## src/design/pcfg_pkg.sv

```systemverilog
/*
  Shared constants and types for the PLL enable and flexible pin
  configuration slice. Assumes an 8-bit internal register port
  behind the serial control interface.
*/
package pcfg_pkg;

  // ==========================================================
  // register map
  localparam logic [7:0] PLL_ENABLE_WAKE_SUPPLY_ADDR = 8'h10;
  localparam logic [7:0] FLEX_PIN_DIRECTION_MUX_ADDR = 8'h18;
  localparam logic [7:0] PAD_RAIL_HOLDOVER_MAP_ADDR  = 8'h19;

  localparam logic [7:0] PLL_ENABLE_WAKE_SUPPLY_RST  = 8'h00;
  localparam logic [7:0] FLEX_PIN_DIRECTION_MUX_RST  = 8'h00;
  localparam logic [7:0] PAD_RAIL_HOLDOVER_MAP_RST   = 8'h00;
  localparam logic [7:0] UNMAPPED_READ_VALUE         = 8'h00;

  // ==========================================================
  // field positions
  localparam int PLL_ENABLE_N_LSB     = 0;
  localparam int PLL_COUNT            = 4;
  localparam int SUPPLY_LEVEL_LSB     = 4;
  localparam int WAKE_MODE_BIT        = 6;
  localparam int WAKE_SOURCE_BIT      = 7;
  localparam int FIFTEEN_MUX_LSB      = 0;
  localparam int FIFTEEN_DIR_BIT      = 3;
  localparam int FOURTEEN_MUX_LSB     = 4;
  localparam int FOURTEEN_DIR_BIT     = 7;
  localparam int HOLDOVER_MAP_BIT     = 6;
  localparam int PADRING_SEL_EN_BIT   = 7;
  localparam int FLEX_PIN_COUNT       = 2;

  // ==========================================================
  // encodings
  typedef enum logic [1:0] {
    SUPPLY_1V8     = 2'b00,
    SUPPLY_2V5     = 2'b01,
    SUPPLY_3V3     = 2'b10,
    SUPPLY_INVALID = 2'b11
  } pcfg_supply_type;

  typedef enum logic [2:0] {
    MUX_CONST_LOW    = 3'b000,
    MUX_OR_ALL       = 3'b001,
    MUX_OR_PLL       = 3'b010,
    MUX_OR_CLKMON    = 3'b011,
    MUX_CLKMON_LIVE  = 3'b100,
    MUX_DEBUG_FIRST  = 3'b101,
    MUX_DEBUG_SECOND = 3'b110,
    MUX_DEBUG_THIRD  = 3'b111
  } pcfg_mux_type;

  localparam int DEBUG_COUNT = 3;

  // ==========================================================
  // carriers
  typedef struct packed {
    logic [3:0] clock_loss;
    logic [3:0] freq_drift;
    logic [3:0] loss_of_lock;
    logic [3:0] holdover_freeze;
  } pcfg_notify_type;

  typedef struct packed {
    logic [7:0] addr;
    logic [7:0] wdata;
    logic       wr;
    logic       rd;
  } pcfg_reg_req_type;

  typedef struct packed {
    logic       is_output;
    logic [2:0] mux_sel;
  } pcfg_pin_cfg_type;

endpackage : pcfg_pkg

```

## src/design/pcfg_flex_pin.sv

```systemverilog
/*
  One flexible pin driver: direction control and output source mux.
  Assumes notification levels and debug signals are synchronous to
  i_clock.
*/
module pcfg_flex_pin (
  input  wire logic                       i_clock,
  input  wire logic                       i_arst_n,
  input  wire pcfg_pkg::pcfg_pin_cfg_type i_cfg,
  input  wire pcfg_pkg::pcfg_notify_type  i_notify,
  input  wire logic                       i_clkmon_status,
  input  wire logic [2:0]                 i_debug,
  input  wire logic                       i_pin_in,
  output logic                            o_pin_out,
  output logic                            o_pin_oe,
  output logic                            o_pin_value
);

  // ==========================================================
  // state
  typedef struct packed {
    logic out;
    logic oe;
    logic value;
  } pcfg_pin_state_type;

  pcfg_pin_state_type state_d;
  pcfg_pin_state_type state_q;
  logic               or_pll;
  logic               or_clkmon;
  logic               mux_value;

  assign or_pll    = |{i_notify.loss_of_lock, i_notify.holdover_freeze};
  assign or_clkmon = |{i_notify.clock_loss, i_notify.freq_drift};

  // ==========================================================
  // source mux
  always_comb begin
    case (pcfg_pkg::pcfg_mux_type'(i_cfg.mux_sel))
      pcfg_pkg::MUX_CONST_LOW:    mux_value = 1'b0;
      pcfg_pkg::MUX_OR_ALL:       mux_value = or_pll | or_clkmon;
      pcfg_pkg::MUX_OR_PLL:       mux_value = or_pll;
      pcfg_pkg::MUX_OR_CLKMON:    mux_value = or_clkmon;
      pcfg_pkg::MUX_CLKMON_LIVE:  mux_value = i_clkmon_status;
      pcfg_pkg::MUX_DEBUG_FIRST:  mux_value = i_debug[0];
      pcfg_pkg::MUX_DEBUG_SECOND: mux_value = i_debug[1];
      pcfg_pkg::MUX_DEBUG_THIRD:  mux_value = i_debug[2];
      default:                    mux_value = 1'b0;
    endcase
  end

  always_comb begin
    state_d       = state_q;
    state_d.oe    = i_cfg.is_output;
    // mux is ignored in input mode so the pad never sees stray data
    state_d.out   = i_cfg.is_output & mux_value;
    state_d.value = i_cfg.is_output ? mux_value : i_pin_in;
  end

  always_ff @(posedge i_clock or negedge i_arst_n) begin
    if (!i_arst_n) begin
      state_q <= '0;
    end else begin
      state_q <= state_d;
    end
  end

  assign o_pin_out   = state_q.out;
  assign o_pin_oe    = state_q.oe;
  assign o_pin_value = state_q.value;

endmodule // pcfg_flex_pin

```

## src/design/pcfg_top.sv

```systemverilog
/*
  PLL enable, wake-up, supply level, flexible pin and pad rail
  configuration registers. Assumes the serial control port has been
  turned into single-cycle register read and write strobes on i_clock.
*/
// Overview of operation
// - Bits 3:0 of the PLL enable register enable PLLs D..A when cleared.
// - Bits 5:4 give the default supply level: 00 1.8 V, 01 2.5 V, 10 3.3 V.
// - The manual wake-up sequence runs only while bit 6 of that register is zero.
// - Bit 7 of that register picks which active-low wake request input drives the sequence.
// - Flex pin fourteen is an input when flex register bit 7 is zero and an output when one.
// - Flex pin fifteen direction is bit 3, its mux bits 2:0, pin fourteen mux bits 6:4, used only as outputs.
// - Mux code 001 drives the OR of all clock monitor and PLL notifications.
// - Mux code 010 drives the OR of PLL loss of lock and holdover freeze notifications.
// - Mux code 011 drives the OR of input clock loss and coarse drift notifications.
// - Code 000 drives low, code 100 the live clock monitor status, codes 101..111 debug signals.
// - Spare bit 7 set selects the pad supply by the padring bit, clear keeps the auto rail switch.
// - Spare bit 6 maps the per-PLL holdover force controls so each PLL can be forced alone.
// - With spare bit 7 set, the padring bit picks the input supply when one and the core supply when zero.
module pcfg_top (
  input  wire logic                       i_clock,
  input  wire logic                       i_arst_n,
  input  wire pcfg_pkg::pcfg_reg_req_type i_reg_req,
  output logic [7:0]                      o_reg_rdata,
  output logic                            o_reg_rvalid,
  input  wire pcfg_pkg::pcfg_notify_type  i_notify,
  input  wire logic                       i_clkmon_status,
  input  wire logic [2:0]                 i_debug,
  input  wire logic                       i_wake_request_first_n,
  input  wire logic                       i_wake_request_second_n,
  input  wire logic                       i_padring_input_sel,
  input  wire logic [3:0]                 i_holdover_force,
  input  wire logic                       i_flex_pin_fourteen_in,
  input  wire logic                       i_flex_pin_fifteen_in,
  output logic [3:0]                      o_pll_enable,
  output pcfg_pkg::pcfg_supply_type       o_default_supply_level,
  output logic                            o_manual_wake_enable,
  output logic                            o_wake_request_n,
  output logic                            o_pad_rail_auto_switch,
  output logic                            o_io_supply_rail_from_input,
  output logic [3:0]                      o_holdover_force,
  output logic                            o_flex_pin_fourteen_out,
  output logic                            o_flex_pin_fourteen_oe,
  output logic                            o_flex_pin_fourteen_value,
  output logic                            o_flex_pin_fifteen_out,
  output logic                            o_flex_pin_fifteen_oe,
  output logic                            o_flex_pin_fifteen_value
);

  // ==========================================================
  // state
  typedef struct packed {
    logic [7:0] pll_enable_wake_supply_q;
    logic [7:0] flex_pin_direction_mux_q;
    logic [7:0] pad_rail_holdover_map_q;
    logic [7:0] rdata;
    logic       rvalid;
    logic [3:0] pll_enable;
    logic [1:0] supply;
    logic       wake_enable;
    logic       wake_request_n;
    logic       auto_switch;
    logic       io_from_input;
    logic [3:0] holdover_force;
  } pcfg_state_type;

  pcfg_state_type               state_d;
  pcfg_state_type               state_q;
  pcfg_pkg::pcfg_pin_cfg_type   pin_cfg [pcfg_pkg::FLEX_PIN_COUNT];
  logic [pcfg_pkg::FLEX_PIN_COUNT-1:0] pin_in;
  logic [pcfg_pkg::FLEX_PIN_COUNT-1:0] pin_out;
  logic [pcfg_pkg::FLEX_PIN_COUNT-1:0] pin_oe;
  logic [pcfg_pkg::FLEX_PIN_COUNT-1:0] pin_value;

  logic                           hit_pll_enable;
  logic                           hit_flex_pin;
  logic                           hit_pad_rail;
  logic [pcfg_pkg::PLL_COUNT-1:0] pll_enable_n_field;
  logic [1:0]                     supply_field;
  logic                           wake_mode_field;
  logic                           wake_source_field;
  logic                           padring_sel_en_field;
  logic                           holdover_map_field;

  function automatic logic hit(input logic [7:0] addr, input logic [7:0] target);
    hit = (addr == target);
  endfunction

  // the spare code is passed on as invalid rather than folded onto a legal level
  function automatic pcfg_pkg::pcfg_supply_type supply_decode(input logic [1:0] code);
    case (code)
      pcfg_pkg::SUPPLY_1V8: supply_decode = pcfg_pkg::SUPPLY_1V8;
      pcfg_pkg::SUPPLY_2V5: supply_decode = pcfg_pkg::SUPPLY_2V5;
      pcfg_pkg::SUPPLY_3V3: supply_decode = pcfg_pkg::SUPPLY_3V3;
      default:              supply_decode = pcfg_pkg::SUPPLY_INVALID;
    endcase
  endfunction

  // both pins share one layout: a direction bit and a three-bit source field
  function automatic pcfg_pkg::pcfg_pin_cfg_type pin_cfg_of(input logic [7:0] reg_value, input int dir_bit,
                                                           input int mux_lsb);
    pcfg_pkg::pcfg_pin_cfg_type cfg;
    cfg.is_output = reg_value[dir_bit];
    cfg.mux_sel   = reg_value[mux_lsb +: 3];
    return cfg;
  endfunction

  // ==========================================================
  // address decode, shared so writes and reads agree on the map
  assign hit_pll_enable = hit(i_reg_req.addr, pcfg_pkg::PLL_ENABLE_WAKE_SUPPLY_ADDR);
  assign hit_flex_pin   = hit(i_reg_req.addr, pcfg_pkg::FLEX_PIN_DIRECTION_MUX_ADDR);
  assign hit_pad_rail   = hit(i_reg_req.addr, pcfg_pkg::PAD_RAIL_HOLDOVER_MAP_ADDR);

  // ==========================================================
  // field views of the stored registers
  assign pll_enable_n_field   = state_q.pll_enable_wake_supply_q[pcfg_pkg::PLL_ENABLE_N_LSB +: pcfg_pkg::PLL_COUNT];
  assign supply_field         = state_q.pll_enable_wake_supply_q[pcfg_pkg::SUPPLY_LEVEL_LSB +: 2];
  assign wake_mode_field      = state_q.pll_enable_wake_supply_q[pcfg_pkg::WAKE_MODE_BIT];
  assign wake_source_field    = state_q.pll_enable_wake_supply_q[pcfg_pkg::WAKE_SOURCE_BIT];
  assign padring_sel_en_field = state_q.pad_rail_holdover_map_q[pcfg_pkg::PADRING_SEL_EN_BIT];
  assign holdover_map_field   = state_q.pad_rail_holdover_map_q[pcfg_pkg::HOLDOVER_MAP_BIT];

  // ==========================================================
  // register file and derived controls
  always_comb begin
    state_d = state_q;
    if (i_reg_req.wr && hit_pll_enable) begin
      state_d.pll_enable_wake_supply_q = i_reg_req.wdata;
    end
    if (i_reg_req.wr && hit_flex_pin) begin
      state_d.flex_pin_direction_mux_q = i_reg_req.wdata;
    end
    if (i_reg_req.wr && hit_pad_rail) begin
      state_d.pad_rail_holdover_map_q = i_reg_req.wdata;
    end

    // a read in the same cycle as a write still returns the old contents
    state_d.rvalid = i_reg_req.rd;
    if (i_reg_req.rd) begin
      if (hit_pll_enable) begin
        state_d.rdata = state_q.pll_enable_wake_supply_q;
      end else if (hit_flex_pin) begin
        state_d.rdata = state_q.flex_pin_direction_mux_q;
      end else if (hit_pad_rail) begin
        state_d.rdata = state_q.pad_rail_holdover_map_q;
      end else begin
        state_d.rdata = pcfg_pkg::UNMAPPED_READ_VALUE;
      end
    end

    // controls follow the stored registers one cycle later
    state_d.pll_enable  = ~pll_enable_n_field;
    state_d.supply      = supply_decode(supply_field);
    state_d.wake_enable = ~wake_mode_field;
    // request held inactive while the manual sequence is off
    if (!state_d.wake_enable) begin
      state_d.wake_request_n = 1'b1;
    end else if (wake_source_field) begin
      state_d.wake_request_n = i_wake_request_second_n;
    end else begin
      state_d.wake_request_n = i_wake_request_first_n;
    end
    state_d.auto_switch    = ~padring_sel_en_field;
    // padring bit only matters once selection is enabled; auto mode reports core supply
    state_d.io_from_input  = padring_sel_en_field & i_padring_input_sel;
    state_d.holdover_force = holdover_map_field ? i_holdover_force : 4'h0;
  end

  always_ff @(posedge i_clock or negedge i_arst_n) begin
    if (!i_arst_n) begin
      state_q                          <= '0;
      state_q.pll_enable_wake_supply_q <= pcfg_pkg::PLL_ENABLE_WAKE_SUPPLY_RST;
      state_q.flex_pin_direction_mux_q <= pcfg_pkg::FLEX_PIN_DIRECTION_MUX_RST;
      state_q.pad_rail_holdover_map_q  <= pcfg_pkg::PAD_RAIL_HOLDOVER_MAP_RST;
      state_q.wake_request_n           <= 1'b1;
      state_q.auto_switch              <= 1'b1;
    end else begin
      state_q <= state_d;
    end
  end

  // ==========================================================
  // flexible pins: index 0 is pin fourteen, index 1 is pin fifteen
  assign pin_cfg[0] = pin_cfg_of(state_q.flex_pin_direction_mux_q,
                                 pcfg_pkg::FOURTEEN_DIR_BIT, pcfg_pkg::FOURTEEN_MUX_LSB);
  assign pin_cfg[1] = pin_cfg_of(state_q.flex_pin_direction_mux_q,
                                 pcfg_pkg::FIFTEEN_DIR_BIT, pcfg_pkg::FIFTEEN_MUX_LSB);
  assign pin_in               = {i_flex_pin_fifteen_in, i_flex_pin_fourteen_in};

  for (genvar g = 0; g < pcfg_pkg::FLEX_PIN_COUNT; g++) begin : g_pin
    pcfg_flex_pin u_pin (
      .i_clock         (i_clock),
      .i_arst_n        (i_arst_n),
      .i_cfg           (pin_cfg[g]),
      .i_notify        (i_notify),
      .i_clkmon_status (i_clkmon_status),
      .i_debug         (i_debug),
      .i_pin_in        (pin_in[g]),
      .o_pin_out       (pin_out[g]),
      .o_pin_oe        (pin_oe[g]),
      .o_pin_value     (pin_value[g])
    );
  end

  // ==========================================================
  // outputs
  assign o_reg_rdata                 = state_q.rdata;
  assign o_reg_rvalid                = state_q.rvalid;
  assign o_pll_enable                = state_q.pll_enable;
  assign o_default_supply_level      = pcfg_pkg::pcfg_supply_type'(state_q.supply);
  assign o_manual_wake_enable        = state_q.wake_enable;
  assign o_wake_request_n            = state_q.wake_request_n;
  assign o_pad_rail_auto_switch      = state_q.auto_switch;
  assign o_io_supply_rail_from_input = state_q.io_from_input;
  assign o_holdover_force            = state_q.holdover_force;
  assign o_flex_pin_fourteen_out     = pin_out[0];
  assign o_flex_pin_fourteen_oe      = pin_oe[0];
  assign o_flex_pin_fourteen_value   = pin_value[0];
  assign o_flex_pin_fifteen_out      = pin_out[1];
  assign o_flex_pin_fifteen_oe       = pin_oe[1];
  assign o_flex_pin_fifteen_value    = pin_value[1];

endmodule // pcfg_top

```

## config.mk

```make
export PLATFORM = sky130hd
export DESIGN_NAME = pcfg_top
export DESIGN_NICKNAME = d
export VERILOG_FILES = /design/src/design/pcfg_pkg.sv /design/src/design/pcfg_flex_pin.sv /design/src/design/pcfg_top.sv
export SDC_FILE = /design/constraint.sdc
export NUM_CORES = 1
export LEC_CHECK = 0
export CORE_ASPECT_RATIO = 0.8
export CORE_MARGIN = 5
export CORE_UTILIZATION = 55
export CTS_CLUSTER_DIAMETER = 60
export DETAILED_ROUTE_END_ITERATION = 8
export DONT_BUFFER_PORTS = 1
export GPL_ROUTABILITY_DRIVEN = 0
export PLACE_DENSITY_LB_ADDON = 0.05
export SLEW_MARGIN = 20
export SYNTH_ARGS = -nofsm -noshare
export SYNTH_HDL_FRONTEND = slang
export SYNTH_HIERARCHICAL = 1
export SYNTH_SLANG_ARGS = --single-unit
```

## constraint.sdc

```tcl
create_clock -name i_clock -period 1.2 [get_ports i_clock]
set_input_delay 0.12 -clock i_clock [delete_from_list [all_inputs] [get_ports i_clock]]
set_output_delay 0.12 -clock i_clock [all_outputs]
set_load 0.005 [all_outputs]
```

## After elaboration in Yosys (flattened, before gate mapping)

Index checks and enable logic that the tools add are counted.

| operators by class | value |
|---|---|
| mux-type cells | 11 |
| eq/ne operators | 19 |
| bitwise logic cells | 7 |
| reductions and logical operators | 8 |

Operators with widths:

| operator | number |
|---|---|
| equality test 3 bit, second input constant | 8 |
| equality test 8 x 5 -> 1 bit, second input constant | 3 |
| 2-to-1 mux 8 bit | 3 |
| case mux 1 bit (8 select lines) | 2 |
| OR reduction 8 bit | 2 |
| equality test 3 x 2 -> 1 bit, second input constant | 4 |
| equality test 3 x 1 -> 1 bit, second input constant | 2 |
| zero test 3 bit | 2 |
| case mux 2 bit (3 select lines) | 1 |
| 2-to-1 mux 1 bit | 4 |
| 2-to-1 mux 4 bit | 1 |
| NOT 4 bit | 1 |
| AND 1 bit | 3 |
| logical AND 1 bit | 3 |
| equality test 2 x 1 -> 1 bit, second input constant | 1 |
| equality test 2 bit, second input constant | 1 |
| zero test 2 bit | 1 |
| NOT 1 bit | 2 |
| OR 1 bit | 1 |

| word-level totals | value |
|---|---|
| bits in registers | 53 |
| logic and storage cells | 63 |
| bits of input ports | 49 |
| output and inout port bits | 29 |

## Longest topological paths before layout

Gate-level depths: netlist of the first run.

| depth | value |
|---|---|
| depth in word-level cells | 4 |
| gate-level depth with buffers | 5 |
| depth with buffers taken out | 4 |

## Modules after synthesis

The synthesis of the first run kept the hierarchy.

By module, submodules not included:

| module | sequential area each (um^2) | times used | area an instance (um^2) | cells an instance |
|---|---|---|---|---|
| pcfg_top | 1,178.6 | 1 | 2,028.2 | 151 |
| pcfg_flex_pin | 75.1 | 2 | 216.5 | 19 |

## Least setup slack after synthesis of the first run

No wires, ideal clock.

| path | value |
|---|---|
| kind | register -> register |
| start | register state_q (netlist bit pin_cfg[4]) |
| end | register g_pin[0].u_pin.state_q (netlist bit g_pin[0].u_pin/o_pin_value) |
| buffers on the path | 0 |
| data required time | 1.059 ns |
| cell stages (with the launch flop) | 4 |
| clock period less this slack | 1.328 ns |
| setup time | 0.141 ns |
| arrival | 1.187 ns |
| slack | -0.128 ns |
| cells stage by stage | dfrtp_1 -> mux4_2 -> o21ai_0 -> o22ai_1 |

RTL lines:

| element | RTL line | text |
|---|---|---|
| start: declaration | pcfg_top.sv:68 | `pcfg_state_type state_q;` |
| start signal: assignment | pcfg_top.sv:178 | `state_q <= state_d;` |
| end signal: assignment | pcfg_flex_pin.sv:64 | `state_q <= state_d;` |
| end: declaration | pcfg_flex_pin.sv:28 | `pcfg_pin_state_type state_q;` |

==> impl_metrics.tcl, run 1 <==
set metrics [dict create \
    status "finished, violations left" \
    violations "hold timing, setup timing" \
    clkTransAtPathRegs_ns 0.10 \
    design_area_um2 2788 \
    initial_core_util_pct 57.82 \
    cp.arrival_ns 1.49 \
    drt_wl_total_mm 4.947 \
    hold_violations 53 \
    fin_setup_tns_ns -0.3356 \
    die_h_um 69.83 \
    hpwl_mm 3.515 \
    crit_chain "buf_4 > nand2b_1 > a21oi_2 > a2111oi_4 > o22ai_1" \
    port_buffers 0 \
    switching_share_pct 21.89 \
    drt_iter0_drc 59 \
    path_max_fanout 3 \
    finalCriticalPeriod_ns 1.321 \
    ir_drop_mv 0.6775 \
    yosys_warnings 6 \
    via_per_inst 5.605 \
    criticalPathCategory "reg2reg" \
    maxCapViolCount 0 \
    crit_path_max_incr_delay_ns 0.40 \
    seq_area_frac_synth_pct 53.99 \
    timing.critical_path.buf_inv 1 \
    slew_headroom_pct 75.41 \
    grt_antenna_before_repair 0 \
    postSynthCellCount 189 \
    rows 21 \
    n_antenna_cell 0 \
    synth_seq_cells 53 \
    layout_commonest_cell "dfrtp_1" \
    leakagePower_nw 1.237 \
    p_int_mw 2.509 \
    cts_buffers 5 \
    fillCellCount 338 \
    worstPathRequired_ns 1.37 \
    track_usage_pct 17.25 \
    avgRoutedWirePerCell_um 18.95 \
    fin_skew_ns 0.01285 \
    synth_area_um2 2461 \
    grt_max_degree 54 \
    power.net_switching_uw 703.3 \
    syn_nets 238 \
    layout_common_cells "50 x dfrtp_1, 18 x inv_1, 18 x dlygate4sd3_1" \
    power_frac_seq_pct 59.3 \
    clock-sinks 53 \
    p_per_area_nw_per_um2 1152 \
    die_area_um2 5921 \
    grt_overflow 0 \
    cts_hold_buffers 18 \
    worstSetupEndpointType "flip-flop" \
    drc 0 \
    cts_htree_levels 2 \
    layout.nets 252 \
    yosys-top-cells-area "dfrtp_1 52%, mux2_2 11%, buf_4 5.8%" \
    core_area_um2 4257 \
    finalSetupViolCount 4 \
    rsz0062_at_grt "yes" \
    hold_path.class "in2async" \
    clk_latency_ns 0.31 \
    avgSynthCellArea_um2 13.02 \
    yosysTopAreaCell "dfrtp_1" \
    worst_slack_ns -0.1207 \
    crit_slowest_cell "dfrtp_1" \
    ant_nets 0 \
    io_pins 78 \
    grt_pass1_wl_mm 8.066 \
    dr.pass1.iters 4 \
    root_buffer "clkbuf_8" \
    period_share_pct 110.1 \
    power_mw 3.213 \
    place_area_um2 2475 \
    worst_slew_pin_slew_ns 0.3681 \
    grt_pass1_vias 1580 \
    start_kind "flip-flop" \
    die_x_um 84.79 \
    drive_gt1_share_pct 30.88 \
    maxSlewViolCount 0 \
    pwr-share-clk_pct 32.0 \
    area_growth_pct 13.27 \
    clockBufferDepth 2 \
    cp_top_family "compound AO/OA/AOI/OAI gates" \
    timing.fmax_mhz 757.2 \
    cts_tree "built" \
    dpl_worst_slack_ns -0.09893 \
    yosysTopAreaCellShare_pct 51.86 \
    hold_slack_ns -0.5073 \
    via_count 1463 \
    comb_power_share_pct 8.7 \
    netlist-cell-type-count 27 \
]
[worst reg2reg max path, stage by stage, from the launching register on]
cell and delay, ns:
dfrtp_1 0.40, buf_4 0.14, nand2b_1 0.08, a21oi_2 0.05, a2111oi_4 0.39, o22ai_1 0.12
[cell families after synthesis]
family                 share of synthesized area [%]
flip-flops                                     53.99
buffers and inverters                          10.57
multiplexers                                   16.47
AND/OR/NAND/NOR                                11.13
AO/OA/AOI/OAI                                  7.829
[power by group through the flow]
stage	combinational, mW	sequential, mW	clock (mW)
CTS	0.262	1.91	1.04
detailed placement	0.202	1.94	0
floorplan	0.193	1.93	0
global placement	0.196	1.94	0
finish	0.279	1.90	1.03
global route	0.305	1.91	1.12
[layout make-up]
cell class	instances	area [um2]	share of cell area, %
flip-flops and latches	53	1330	47.71
multi-input cells	92	932.1	33.44
repair buffers	33	296.5	10.64
clock buffers	8	90.09	3.232
well taps	57	71.32	2.558
inverters	18	67.56	2.424
[cell usage after synthesis (all sizes together)]
master,number
nand2,3
a2111oi,2
and2,6
mux2,24
and3b,1
and3,1
inv,18
o22ai,10
dfrtp,51
clkbuf,3
nand4,1
mux4,2
a21oi,4
dfstp,2
and4,1
nor4b,1
buf,23
nand3,1
mux2i,9
nor2,4
o21ai,2
nor4,8
nand2b,4
a2bb2oi,8
[worst paths after layout]
path	slack [ns]	cells after the start	to	from
max	-0.12	5	g_pin[1].u_pin/o_pin_value$_DFF_PN0_	pin_cfg[1]$_DFFE_PN0P_
min	-0.51	0	pll_enable_n_field[1]$_DFFE_PN0P_	i_arst_n
max reg2reg	-0.12	5	g_pin[1].u_pin/o_pin_value$_DFF_PN0_	pin_cfg[1]$_DFFE_PN0P_
min reg2reg	0.42	0	o_default_supply_level[0]$_DFF_PN0_	state_q[43]$_DFFE_PN0P_
max in group asynchronous	1.52	0	o_wake_request_n$_DFF_PN1_	i_arst_n
min in group i_clock	0.04	2	o_reg_rdata[5]$_DFFE_PN0P_	i_reg_req[10]
[through the flow]
step / utilization, % / instances / hold WS, ns
final: 65.49 / 261 / -0.5073
after global routing: 65.49 / 261 / -0.5210
after CTS: 64.49 / 259 / -0.5092
after detailed placement: 58.14 / 233 / -0.1743
after global placement: 58.14 / 233 / -0.1742
after floorplan: - / 189 / -0.1756
[per-layer routing]
| metal | vias to the layer above | wire, um | track usage [%] |
|---|---|---|---|
| met4 | 0 | 42 | 4.218 |
| met5 | - | 0 | 0 |
| met3 | 7 | 269 | 4.751 |
| met1 | 749 | 2075 | 22.35 |
| met2 | 37 | 2561 | 28.67 |
| li1 | 670 | - | - |
[flip-flops by register name, summed over array words and instances (netlist names)]
signal                       flops
o_pll_enable                     4
pin_cfg                          8
pll_enable_n_field               4
o_reg_rdata                      8
o_default_supply_level           2
padring_sel_en_field             1
o_reg_rvalid                     1
holdover_map_field               1
g_pin.u_pin/o_pin_out            2
o_manual_wake_enable             1
g_pin.u_pin/o_pin_value          2
state_q                         10
o_wake_request_n                 1
g_pin.u_pin/o_pin_oe             2
o_io_supply_rail_from_input      1
o_holdover_force                 4
o_pad_rail_auto_switch           1
[repair_timing]
action,4_1_cts,5_1_grt
pin swaps,0,5
hold endpoints to repair,94,53
gates resized for setup,0,5
cloned,0,0
buffers inserted,0,2
setup endpoints to repair,4,7
Note: power is estimated with default switching activity, not from simulation.
==> inputs of run 2 (changes only) <==
--- a/config.mk
+++ b/config.mk
@@ -12,6 +12,7 @@
 export DETAILED_ROUTE_END_ITERATION = 8
 export DONT_BUFFER_PORTS = 1
 export GPL_ROUTABILITY_DRIVEN = 0
+export HOLD_SLACK_MARGIN = 0.15
 export PLACE_DENSITY_LB_ADDON = 0.05
 export SLEW_MARGIN = 20
 export SYNTH_ARGS = -nofsm -noshare
==> constraint.sdc (replaced) <==
create_clock -name i_clock -period 1.1 [get_ports i_clock]
set_input_delay 0.11 -clock i_clock [delete_from_list [all_inputs] [get_ports i_clock]]
set_output_delay 0.11 -clock i_clock [all_outputs]
set_load 0.005 [all_outputs]
==> run 2 against run 1 <==
The flow still finishes with violations (hold timing, setup timing); fmax is 0.74% higher; power is 12% higher; clock skew is 0.0048 ns lower; cell area is 4.0% higher; critical endpoint is now g_pin[0].u_pin/o_pin_value$_DFF_PN0_; largest cell class unchanged.
==> impl_metrics.tcl, run 2 (synthesized netlist as in run 1, its figures left out) <==
set metrics [dict create \
    fin_skew_ns 0.008083 \
    track_usage_pct 17.41 \
    timing.fmax_mhz 762.7 \
    drt_wl_total_mm 5.099 \
    reg2regPathDepth 3 \
    maxCapViolCount 0 \
    maxSlewViolCount 0 \
    rows 21 \
    hold_path.class "in2async" \
    hpwl_mm 3.663 \
    reg2reg_setup_slack_ns -0.21 \
    crit_chain "mux4_2 > o21ai_2 > o22ai_1" \
    grt_pass1_wl_mm 8.100 \
    violations "hold timing, setup timing" \
    layout_common_cells "49 x dfrtp_1, 20 x dlygate4sd3_1, 18 x inv_1" \
    top_register "state_q" \
    drive_gt1_share_pct 33.50 \
    crit_path_max_incr_delay_ns 0.53 \
    cts_buffers 5 \
    hold_slack_ns -0.5027 \
    finalCriticalPeriod_ns 1.311 \
    io_pins 78 \
    status "finished, violations left" \
    layout_commonest_cell "dfrtp_1" \
    ir_drop_mv 0.7558 \
    core_area_um2 4257 \
    drc 0 \
    grt_antenna_before_repair 0 \
    cts_tree "built" \
    grt_max_degree 54 \
    area_growth_pct 17.79 \
    cp.arrival_ns 1.48 \
    reg2reg_to "g_pin[0].u_pin/o_pin_value$_DFF_PN0_" \
    via_count 1456 \
    path_max_fanout 4 \
    power_mw 3.583 \
    dpl_worst_slack_ns -0.2137 \
    avgRoutedWirePerCell_um 19.39 \
    drt_iter0_drc 70 \
    slew_headroom_pct 74.00 \
    dr.pass1.iters 4 \
    port_buffers 0 \
    rsz0062_at_grt "yes" \
    criticalPathCategory "reg2reg" \
    clock-sinks 53 \
    leakagePower_nw 1.272 \
    cp_top_family "multiplexers" \
    largest_reg_flops 10 \
    utilization_pct 68.11 \
    clkTransAtPathRegs_ns 0.09 \
    worst_slew_pin_slew_ns 0.3887 \
    die_h_um 69.83 \
    n_antenna_cell 0 \
    initial_core_util_pct 57.82 \
    timing.critical_path.buf_inv 0 \
    r2r-start "pin_cfg[4]$_DFFE_PN0P_" \
    worstPathRequired_ns 1.27 \
    fin_setup_tns_ns -0.7112 \
    cts_htree_levels 2 \
    grt_pass1_vias 1581 \
    worstSetupEndpointType "flip-flop" \
    grt_overflow 0 \
    fillCellCount 329 \
    worst_slack_ns -0.2110 \
    critical_path_depth 3 \
    die_x_um 84.79 \
    clk_latency_ns 0.30 \
    finalSetupViolCount 5 \
    crit_slowest_cell "mux4_2" \
    start_kind "flip-flop" \
    die_area_um2 5921 \
    hold_violations 53 \
    period_share_pct 119.2 \
    p_per_area_nw_per_um2 1236 \
    ant_nets 0 \
    via_per_inst 5.536 \
    layout.nets 254 \
    clockBufferDepth 2 \
    root_buffer "clkbuf_8" \
]
==> run 2: cell types whose count changed in the layout (fill, tap and decap cells not counted), sizes merged <==
cell / before / now
clkbuf: 8 / 7
dlygate4sd3: 18 / 20
clkinv: 0 / 1
dlymetal6s4s: 0 / 1
buf: 15 / 14
==> run 2: worst max path at each step <==
stage                                                       to                    from  slack, ns
after floorplan              pll_enable_n_field[0]$_DFFE_PN0P_           i_reg_req[16]      -0.17
after global placement    g_pin[1].u_pin/o_pin_value$_DFF_PN0_  pin_cfg[0]$_DFFE_PN0P_      -0.18
after detailed placement  g_pin[0].u_pin/o_pin_value$_DFF_PN0_  pin_cfg[4]$_DFFE_PN0P_      -0.21
after CTS                 g_pin[0].u_pin/o_pin_value$_DFF_PN0_  pin_cfg[4]$_DFFE_PN0P_      -0.21
after global routing      g_pin[0].u_pin/o_pin_value$_DFF_PN0_  pin_cfg[4]$_DFFE_PN0P_      -0.26
final                     g_pin[0].u_pin/o_pin_value$_DFF_PN0_  pin_cfg[4]$_DFFE_PN0P_      -0.21
==> run 2: where the power goes <==
| group | leakage (nW) | switching (mW) | internal [mW] |
|---|---|---|---|
| clock | 0.0542 | 0.590 | 0.570 |
| combinational | 0.525 | 0.118 | 0.224 |
| sequential | 0.693 | 0.0591 | 2.02 |
==> run 2: layout make-up <==
cell class / count / area (um2) / area share (%)
inverters: 18 / 67.56 / 2.331
clock inverters: 1 / 5.005 / 0.1726
clock buffers: 7 / 96.34 / 3.323
multi-input cells: 92 / 974.7 / 33.62
well taps: 57 / 71.32 / 2.460
repair buffers: 35 / 352.8 / 12.17
flip-flops and latches: 53 / 1331 / 45.92
==> run 2: timing repair <==
| item | in CTS | in global routing |
|---|---|---|
| setup buffers | 1 | 2 |
| resized for setup | 2 | 17 |
| cloned | 0 | 0 |
| endpoints found under the setup margin | 7 | 9 |
| hold endpoints to repair | 96 | 55 |
| hold buffers | 20 | 1 |
| pin swaps | 1 | 3 |
==> run 2: layer usage <==
layer | global-route usage, % | wire (um) | up-vias
met1 | 22.45 | 2035 | 736
met3 | 5.582 | 370 | 2
met2 | 28.76 | 2674 | 45
met5 | 0 | 0 | -
met4 | 3.691 | 19 | 0
li1 | - | - | 673
==> run 2: metrics by stage <==
| stage | instances | instance area [um2] |
|---|---|---|
| after CTS | 261 | 2800 |
| final | 263 | 2899 |
| after global placement | 233 | 2491 |
| after floorplan | 189 | 2505 |
| after global routing | 263 | 2899 |
| after detailed placement | 233 | 2491 |
==> run 2: worst reg2reg max path, cell delays in order, from the launching register on <==
cell and delay (ns):
dfrtp_2 0.42, mux4_2 0.53, o21ai_2 0.14, o22ai_1 0.09
